File: src/common/cpu_priority_defines.vh
// register offsets, field positions, reset values for the priority and trap-status block
// assumes a 32-bit classic wishbone slave, one register per aligned word
`ifndef CPU_PRIORITY_DEFINES_VH
`define CPU_PRIORITY_DEFINES_VH

`define OFS_ALU_STATUS 4'h0
`define OFS_CORE_CONTROL 4'h4
`define OFS_INT_CONTROL_ONE 4'h8
`define OFS_TRAP_MASK 4'hC

`define ALU_PRIO_HI 7
`define ALU_PRIO_LO 5
`define CORE_PRIO_MSB_BIT 3
`define INTC1_NEST_DIS_BIT 15
`define INTC1_ARITH_BIT 4
`define INTC1_ADDR_BIT 3
`define INTC1_STACK_BIT 2
`define INTC1_OSC_BIT 1

`define TRAP_FIELD_HI 4
`define TRAP_FIELD_LO 1
`define TRAP_COUNT 4

`define PRIO_FIELD_RESET 3'h0
`define PRIO_FIELD_ALL_ONES 3'h7
`define TRAP_RESET 4'h0
`define MASK_RESET 4'h0

`endif

File: src/logic/cpu_priority_and_trap_status.v
// cpu priority level holder, nesting control and trap-status flags behind a wishbone slave
// assumes core-side strobes are synchronous to CORE_CLK_I and one cycle long
//
// Summary of operation
// [RULE1] the low three bits of the cpu priority level live in alu status bits 7 to 5, values 0 to 6 meaning levels 0 to 6.
// [RULE2] a field value of 7 means level 7 and blocks every user interrupt from being taken.
// [RULE3] the full level is the core control bit 3 placed above the three-bit field.
// [RULE4] with the msb set, field values 0 to 7 stand for levels 8 to 15.
// [RULE5] the msb reads one when the level is above 7 and zero when it is 7 or less.
// [RULE6] software may read and clear the msb but never set it.
// [RULE7] while nesting disable is one, software writes cannot change the three-bit field.
// [RULE8] nesting disable at one stops nesting; at zero a higher-priority request may preempt one in service.
// [RULE9] the arithmetic trap flag at bit 4 sets on an overflow trap.
// [RULE10] the address trap flag at bit 3 sets on an address error trap.
// [RULE11] the stack trap flag at bit 2 and oscillator trap flag at bit 1 set on their traps.
// [RULE12] unused bits of interrupt control register one ignore writes and read zero.
// [RULE13] reset clears the field, its msb, nesting disable and all trap flags.
// [RULE14] software raises or lowers the level by writing the three-bit field.
// [RULE15] software can never set the msb, so it can never mask traps by raising the level above 7.
// [RULE16] each trap flag stays set until software writes zero to it.
// [RULE17] a field write counts for acceptance decisions from the next cycle on.
//
// Our own choices: the placing of the registers and the Wishbone register port.
`include "cpu_priority_defines.vh"

module cpu_priority_and_trap_status #(
    parameter PRIO_W = 3
) (
    input wire CORE_CLK_I,
    input wire SRST_I,
    input wire CYC_I,
    input wire STB_I,
    input wire WE_I,
    input wire [3:0] ADR_I,
    input wire [3:0] SEL_I,
    input wire [31:0] DAT_I,
    output reg [31:0] DAT_O,
    output reg ACK_O,
    input wire CORE_PRIO_LOAD_I,
    input wire [PRIO_W:0] CORE_PRIO_I,
    input wire IN_SERVICE_I,
    input wire [PRIO_W:0] SERVICE_PRIO_I,
    input wire REQ_VALID_I,
    input wire [PRIO_W:0] REQ_PRIO_I,
    input wire ARITH_TRAP_I,
    input wire ADDR_TRAP_I,
    input wire STACK_TRAP_I,
    input wire OSC_TRAP_I,
    output wire [PRIO_W:0] CPU_LEVEL_O,
    output wire USER_IRQ_BLOCKED_O,
    output wire REQ_ACCEPT_O,
    output wire NESTING_DISABLE_O,
    output wire IRQ_O
);
    reg [PRIO_W-1:0] prio_field_reg;
    reg [PRIO_W-1:0] prio_field_next;
    reg prio_msb_reg;
    reg prio_msb_next;
    reg nest_dis_reg;
    reg nest_dis_next;
    reg [3:0] trap_mask_reg;
    reg [3:0] trap_mask_next;
    reg [31:0] rdata_next;
    wire [3:0] trap_flags;
    wire bus_req;
    wire bus_wr;
    wire lane0;
    wire lane1;
    wire wr_alu;
    wire wr_core;
    wire wr_intc1;
    wire wr_mask;
    wire [3:0] trap_events;
    wire [PRIO_W:0] level;

    function [31:0] intc1_word;
        input nd;
        input [3:0] fl;
        begin
            intc1_word = 32'h0000_0000; // see [RULE12]
            intc1_word[`INTC1_NEST_DIS_BIT] = nd;
            intc1_word[`TRAP_FIELD_HI:`TRAP_FIELD_LO] = fl;
        end
    endfunction

    assign bus_req = CYC_I & STB_I & ~ACK_O;
    assign bus_wr = bus_req & WE_I;
    assign lane0 = SEL_I[0];
    assign lane1 = SEL_I[1];
    assign wr_alu = bus_wr & lane0 & (ADR_I == `OFS_ALU_STATUS);
    assign wr_core = bus_wr & lane0 & (ADR_I == `OFS_CORE_CONTROL);
    assign wr_intc1 = bus_wr & (ADR_I == `OFS_INT_CONTROL_ONE);
    assign wr_mask = bus_wr & lane0 & (ADR_I == `OFS_TRAP_MASK);

    assign trap_events = {ARITH_TRAP_I, ADDR_TRAP_I, STACK_TRAP_I, OSC_TRAP_I};

    trap_flags #(
        .N(`TRAP_COUNT)
    ) u_trap_flags (
        .clk_i(CORE_CLK_I),
        .rst_i(SRST_I),
        .event_i(trap_events),
        .write_i(wr_intc1 & lane0),
        .wdata_i(DAT_I[`TRAP_FIELD_HI:`TRAP_FIELD_LO]),
        .mask_i(trap_mask_reg),
        .flags_o(trap_flags),
        .irq_o(IRQ_O)
    );

    // priority state: core loads take precedence over a same-cycle software write
    always @* begin
        prio_field_next = prio_field_reg;
        prio_msb_next = prio_msb_reg;
        nest_dis_next = nest_dis_reg;
        trap_mask_next = trap_mask_reg;
        if (wr_alu && !nest_dis_reg) begin
            prio_field_next = DAT_I[`ALU_PRIO_HI:`ALU_PRIO_LO]; // see [RULE7] see [RULE14]
        end
        if (wr_core && !DAT_I[`CORE_PRIO_MSB_BIT]) begin
            prio_msb_next = 1'b0; // see [RULE6] see [RULE15]
        end
        if (wr_intc1 && lane1) begin
            nest_dis_next = DAT_I[`INTC1_NEST_DIS_BIT];
        end
        if (wr_mask) begin
            trap_mask_next = DAT_I[3:0];
        end
        // the core alone may raise the msb, e.g. on trap entry
        if (CORE_PRIO_LOAD_I) begin
            prio_field_next = CORE_PRIO_I[PRIO_W-1:0];
            prio_msb_next = CORE_PRIO_I[PRIO_W];
        end
    end

    always @(posedge CORE_CLK_I) begin
        if (SRST_I) begin
            prio_field_reg <= `PRIO_FIELD_RESET; // see [RULE13]
            prio_msb_reg <= 1'b0;
            nest_dis_reg <= 1'b0;
            trap_mask_reg <= `MASK_RESET;
        end else begin
            prio_field_reg <= prio_field_next; // see [RULE17]
            prio_msb_reg <= prio_msb_next;
            nest_dis_reg <= nest_dis_next;
            trap_mask_reg <= trap_mask_next;
        end
    end

    assign level = {prio_msb_reg, prio_field_reg}; // see [RULE3] see [RULE4] see [RULE1]
    assign CPU_LEVEL_O = level;
    assign NESTING_DISABLE_O = nest_dis_reg;
    // field all ones blocks user sources even at the lower bank
    assign USER_IRQ_BLOCKED_O = prio_msb_reg | (prio_field_reg == `PRIO_FIELD_ALL_ONES); // see [RULE2]
    // request must outrank the cpu; with nesting off nothing is taken while in service
    assign REQ_ACCEPT_O = REQ_VALID_I & ~USER_IRQ_BLOCKED_O & (REQ_PRIO_I > level) &
                          ~(IN_SERVICE_I & (nest_dis_reg | (REQ_PRIO_I <= SERVICE_PRIO_I))); // see [RULE8]

    always @* begin
        rdata_next = 32'h0000_0000;
        case (ADR_I)
            `OFS_ALU_STATUS: begin
                rdata_next[`ALU_PRIO_HI:`ALU_PRIO_LO] = prio_field_reg;
            end
            `OFS_CORE_CONTROL: begin
                rdata_next[`CORE_PRIO_MSB_BIT] = prio_msb_reg; // see [RULE5]
            end
            `OFS_INT_CONTROL_ONE: begin
                rdata_next = intc1_word(nest_dis_reg, trap_flags);
            end
            `OFS_TRAP_MASK: begin
                rdata_next[3:0] = trap_mask_reg;
            end
            default: begin
                rdata_next = 32'h0000_0000;
            end
        endcase
    end

    // one wait-free answer per request; unmapped addresses ack with zero data
    always @(posedge CORE_CLK_I) begin
        if (SRST_I) begin
            ACK_O <= 1'b0;
            DAT_O <= 32'h0000_0000;
        end else begin
            ACK_O <= bus_req;
            if (bus_req && !WE_I) begin
                DAT_O <= rdata_next;
            end
        end
    end
endmodule

File: src/logic/trap_flags.v
// sticky trap-status flags with write-zero clear and interrupt mask gating
// assumes one clock and synchronous active-high reset from the parent
`include "cpu_priority_defines.vh"

module trap_flags #(
    parameter N = `TRAP_COUNT
) (
    input wire clk_i,
    input wire rst_i,
    input wire [N-1:0] event_i,
    input wire write_i,
    input wire [N-1:0] wdata_i,
    input wire [N-1:0] mask_i,
    output reg [N-1:0] flags_o,
    output wire irq_o
);
    reg [N-1:0] flags_next;

    // flag sets on its event and holds until software writes zero; set wins a same-cycle clear
    always @* begin
        flags_next = flags_o;
        if (write_i) begin
            flags_next = flags_o & wdata_i; // see [RULE16]
        end
        flags_next = flags_next | event_i; // see [RULE9] see [RULE10] see [RULE11]
    end

    always @(posedge clk_i) begin
        if (rst_i) begin
            flags_o <= {N{1'b0}}; // see [RULE13]
        end else begin
            flags_o <= flags_next;
        end
    end

    assign irq_o = |(flags_o & mask_i);
endmodule
File: config.mk
export PLATFORM = sky130hd
export DESIGN_NAME = cpu_priority_and_trap_status
export DESIGN_NICKNAME = d
export VERILOG_FILES = /design/src/logic/cpu_priority_and_trap_status.v /design/src/logic/trap_flags.v
export VERILOG_INCLUDE_DIRS = /design/src /design/src/common
export SDC_FILE = /design/constraint.sdc
export NUM_CORES = 1
export LEC_CHECK = 0
export BUFFER_PORTS_ARGS = -buffer_cell sky130_fd_sc_hd__buf_2
export CAP_MARGIN = 20
export CORE_ASPECT_RATIO = 1.25
export CORE_MARGIN = 2
export CORE_UTILIZATION = 40
export DETAILED_ROUTE_END_ITERATION = 10
export PLACE_DENSITY = 0.76
export SYNTH_ARGS = -nofsm -noshare
export SYNTH_HDL_FRONTEND = slang
export SYNTH_SLANG_ARGS = --single-unit
export TNS_END_PERCENT = 50
File: constraint.sdc
create_clock -name CORE_CLK_I -period 3.8 [get_ports CORE_CLK_I]
set_input_delay 0 -clock CORE_CLK_I [delete_from_list [all_inputs] [get_ports CORE_CLK_I]]
set_output_delay 0 -clock CORE_CLK_I [all_outputs]
set_load 0.02 [all_outputs]
# After elaboration in Yosys (flattened, before gate mapping)
# Cells that the tools add are included.
[word_totals]
ff_bits = 46
input_bits = 64
out_inout_bits = 41
[op_classes]
n_lt_le_gt_ge = 2
n_eq_ne = 4
n_mux = 10
n_bitwise = 21
reduce_logical = 11
[ops]
columns = ["operator", "count"]
rows = [
  ["AND 1 bit", 13],
  ["2-to-1 mux 3 bit", 3],
  ["AND 4 bit", 2],
  ["== test 4 bit (second input constant)", 2],
  ["2-to-1 mux 8 bit", 1],
  ["case mux 3 bit (2 select lines)", 1],
  ["== test 4 x 3 -> 1 bit (second input constant)", 1],
  ["greater-than comparator 4 bit", 1],
  ["less-or-equal comparator 4 bit", 1],
  ["logical AND 1 bit", 4],
  ["logical NOT 4 bit", 1],
  ["2-to-1 mux 4 bit", 1],
  ["OR 4 bit", 1],
  ["nonzero test 2 bit", 2],
  ["OR reduction 4 bit", 1],
  ["== test 3 bit (second input constant)", 1],
  ["logical NOT 1 bit", 3],
  ["2-to-1 mux 1 bit", 3],
  ["inverter 1 bit", 3],
  ["case mux 1 bit (3 select lines)", 1],
  ["OR 1 bit", 2],
]

# Longest topological paths before layout
[depth]
word_depth = 8
depth_mapped = 6

# Modules after synthesis
# A second synthesis with hierarchy kept.
[unflattened]
cells_unflattened = 167
area_unflattened_um2 = 1460.2
[modules_own_cells]
columns = ["mod", "instances", "cells_each", "area_per_inst_um2"]
rows = [
  ["cpu_priority_and_trap_status", 1, 148, 1267.5],
  ["trap_flags", 1, 19, 192.7],
]

# Worst setup path before layout
# Ideal clock, no wire load.
[synth_timing]
kind = "reg2out"
startpoint = "register prio_field_reg[1]"
endpoint = "output REQ_ACCEPT_O"
arrival_time_ns = 1.644
required_time_ns = 3.800
slack_ns = 2.156
path_stages_with_launch = 7
path_cell_list = "dfxtp_1 -> inv_1 -> ha_1 -> nor2b_1 -> o211ai_1 -> a211o_1 -> a31oi_1"
[synth_via]
elab_chain_len = 6
[synth_rtl]
columns = ["element", "line_no", "text"]
rows = [
  ["start: declaration", "cpu_priority_and_trap_status.v:55", "reg [PRIO_W-1:0] prio_field_reg;"],
  ["start signal: assignment", "cpu_priority_and_trap_status.v:137", "prio_field_reg <= `PRIO_FIELD_RESET;"],
  ["start signal: assignment", "cpu_priority_and_trap_status.v:142", "prio_field_reg <= prio_field_next;"],
  ["== test 3 bit (no line)", "-", ""],
  ["OR 1 bit", "cpu_priority_and_trap_status.v:153", "assign USER_IRQ_BLOCKED_O = prio_msb_reg | (prio_field_reg == `PRIO_FIELD_ALL_ONES);"],
  ["inverter 1 bit", "cpu_priority_and_trap_status.v:155", "assign REQ_ACCEPT_O = REQ_VALID_I & ~USER_IRQ_BLOCKED_O & (REQ_PRIO_I > level) &"],
  ["AND 1 bit", "cpu_priority_and_trap_status.v:155", ""],
  ["AND 1 bit (*) (2 in series)", "cpu_priority_and_trap_status.v:155", ""],
  ["end: declaration", "cpu_priority_and_trap_status.v:51", "output wire REQ_ACCEPT_O,"],
]
# Mark *: on every way between the ends. The rest lies on a longest branch, timed or not.

# Final worst setup path
# Ends and elaborated chain as after synthesis.

==> flow_metrics.tcl <==
set metrics [dict create \
    fin_area_mm2 0.001774 \
    syn_to_final_growth_pct 26.83 \
    clock_latency_ps 260 \
    via_count 1297 \
    core_area_mm2 0.003423 \
    ys_seq_area_share_pct 32.92 \
    root_buffer "clkbuf_8" \
    drt-vias-per-instance 4.822 \
    drc 0 \
    ys.flop_type "dfxtp_1" \
    critPathMaxStageDelay_ps 400 \
    synthCells 165 \
    final.min_clock_period_ps 1793 \
    dieArea_mm2 0.003989 \
    pre_cts_slack_ps 2288 \
    endpoint_kind "output pin" \
    gp_congestion 0.7784 \
    path_clk_slew_ps 70 \
    fillers 337 \
    drive_gt1_share_pct 28.26 \
    ys_top_cells_by_area "dfxtp_1 (33%), buf_4 (13%), ha_1 (7.2%)" \
    post_cts_buffers 0 \
    path_delay_family "compound AO/OA/AOI/OAI gates" \
    antenna_left 0 \
    rsz0062_at_grt "false" \
    grt_use_total_pct 16.23 \
    setup_tns_ps 0 \
    reg2reg_setup_slack_ps 2330 \
    grt_max_degree 24 \
    place_area_mm2 0.001619 \
    routedWlPerCell_um 11.96 \
    dp_hpwl_um 2451 \
    max_freq_mhz 557.6 \
    diodes 0 \
    synth-seq-cells 23 \
    setup_violations 0 \
    power_density_mw_per_mm2 293.6 \
    cts_made_buffers 3 \
    critPathSlowestCell "dfxtp_1" \
    fin_crit_sh_pct 47.20 \
    required_ps 3800 \
    die_x_um 56.90 \
    first_iter_violations 41 \
    yosysTopAreaCell "dfxtp_1" \
    ioPinCount 105 \
    syn_area_per_cell_um2 8.478 \
    multi_input_area_um2 777.0 \
    hold_buffers 11 \
    crit_type "reg -> out" \
    clock-sinks 23 \
    syn_area_mm2 0.001399 \
    hold_ws_ps 19.34 \
    ys_types 35 \
    first_global_vias 1143 \
    grt_pass1_wl_um 5154 \
    wl_um 3218 \
    start_util_pct 40.86 \
    nNetsFinal 303 \
    fin_skew_ps 5.024 \
    cap_viol_max_count 0 \
    hold_class "in -> reg" \
    final_util_pct 51.83 \
    largest_reg_flops 9 \
    register_area_um2 460.4 \
    drv_slew 0 \
    die_h_um 70.12 \
    cp.buffers_inverters 2 \
    crit_arrival_ps 1790 \
    p_leak_nw 0.8975 \
    drt_first_pass_iters 4 \
    vdd_drop_max_v 0.0001919 \
    synth_edf_count 0 \
    post_cts_resized 0 \
    io_buffers 56 \
    yosys_warnings 0 \
    cp_max_fo 5 \
    antenna_found_initial 0 \
    synth-async-reset-ratio_pct 0 \
    tritoncts "built" \
    h-tree-depth 1 \
    startpoint_type "flip-flop" \
    hold_viol 0 \
    synth_top_area_share_pct 32.92 \
    rows 24 \
    grt_overflow 0 \
    setup_slack_ps 2007 \
    clk_path_buf_depth 2 \
    outcome "completed" \
    cp_cell_sequence "inv_1 -> ha_1 -> nor2b_1 -> o211ai_1 -> a211o_1 -> a31oi_1 -> buf_2" \
]
path summary, 6_finish.rpt:
| check | depth (start not counted) | end | from |
|---|---|---|---|
| max | 7 | REQ_ACCEPT_O | prio_field_reg[1] |
| min | 3 | trap_mask_reg[1] | DAT_I[1] |
| max reg2reg | 4 | trap_mask_reg[1] | ACK_O |
| min reg2reg | 2 | DAT_O[1] | DAT_O[1] |
synth_stat cells (2+ instances only):
cell      instances
mux2_1            2
nand2_1          13
inv_1            12
o211ai_1          2
nand4_1           4
nor2_1           12
a21oi_1          12
a211oi_1          3
o21ai_0           5
ha_1              8
dfxtp_1          23
buf_4            24
mux2i_1           8
clkbuf_1          4
a22oi_1           5
nor2b_1           2
nand3_1           8
through the flow:
step	power (mW)	std cells
CTS	0.5267	269
finish	0.5209	269
floorplan	0.3457	187
global route	0.5491	269
detailed placement	0.3672	254
global placement	0.3652	254
power by group:
part / internal (mW) / total [mW] / switching, mW
sequential: 0.248 / 0.254 / 0.00627
clock: 0.0748 / 0.150 / 0.0753
combinational: 0.0470 / 0.116 / 0.0694
worst min-delay path, stage by stage:
cell and delay [ps]:
buf_2 90, mux2i_1 60, nor2_1 90
cell type report:
class                      count  share of cell area (%)
sequential                    23                   25.95
timing repair buffer          68                   22.43
tap                           39                   2.750
inverter                      12                   2.539
multi-input combinational    123                   43.79
clock buffer                   4                   2.539
cell usage in the layout (no fill, tap or decap), types with 8 or more instances in the layout:
| cell type | Yosys | routed |
|---|---|---|
| conb_1 | 1 | 23 |
| ha_1 | 8 | 8 |
| a21oi_1 | 12 | 12 |
| mux2i_1 | 8 | 8 |
| inv_1 | 12 | 12 |
| dlygate4sd3_1 | 0 | 11 |
| nor2_1 | 12 | 12 |
| nand2_1 | 13 | 13 |
| dfxtp_1 | 23 | 23 |
| buf_2 | 0 | 56 |
| nand3_1 | 8 | 8 |
logic make-up (layout without fill, tap and decap cells):
kind of cell / after synthesis / after routing / synth area share (%)
simple gates: 49 / 49 / 19.50
buf+inv: 41 / 84 / 17.44
compound gates: 33 / 33 / 15.38
flops: 23 / 23 / 32.92
mux: 10 / 10 / 7.335
fa+ha+maj: 8 / 8 / 7.156
other cells: 1 / 23 / 0.2681
metal layers:
metal | part of all wire (%) | track usage, % | up-vias
met1 | 40 | 19.43 | 569
met2 | 49 | 28.22 | 64
li1 | - | - | 659
met4 | 1.5 | 5.426 | 0
met5 | 0 | 0 | -
met3 | 9.0 | 3.519 | 5
Power figures use the tool's default switching activity.
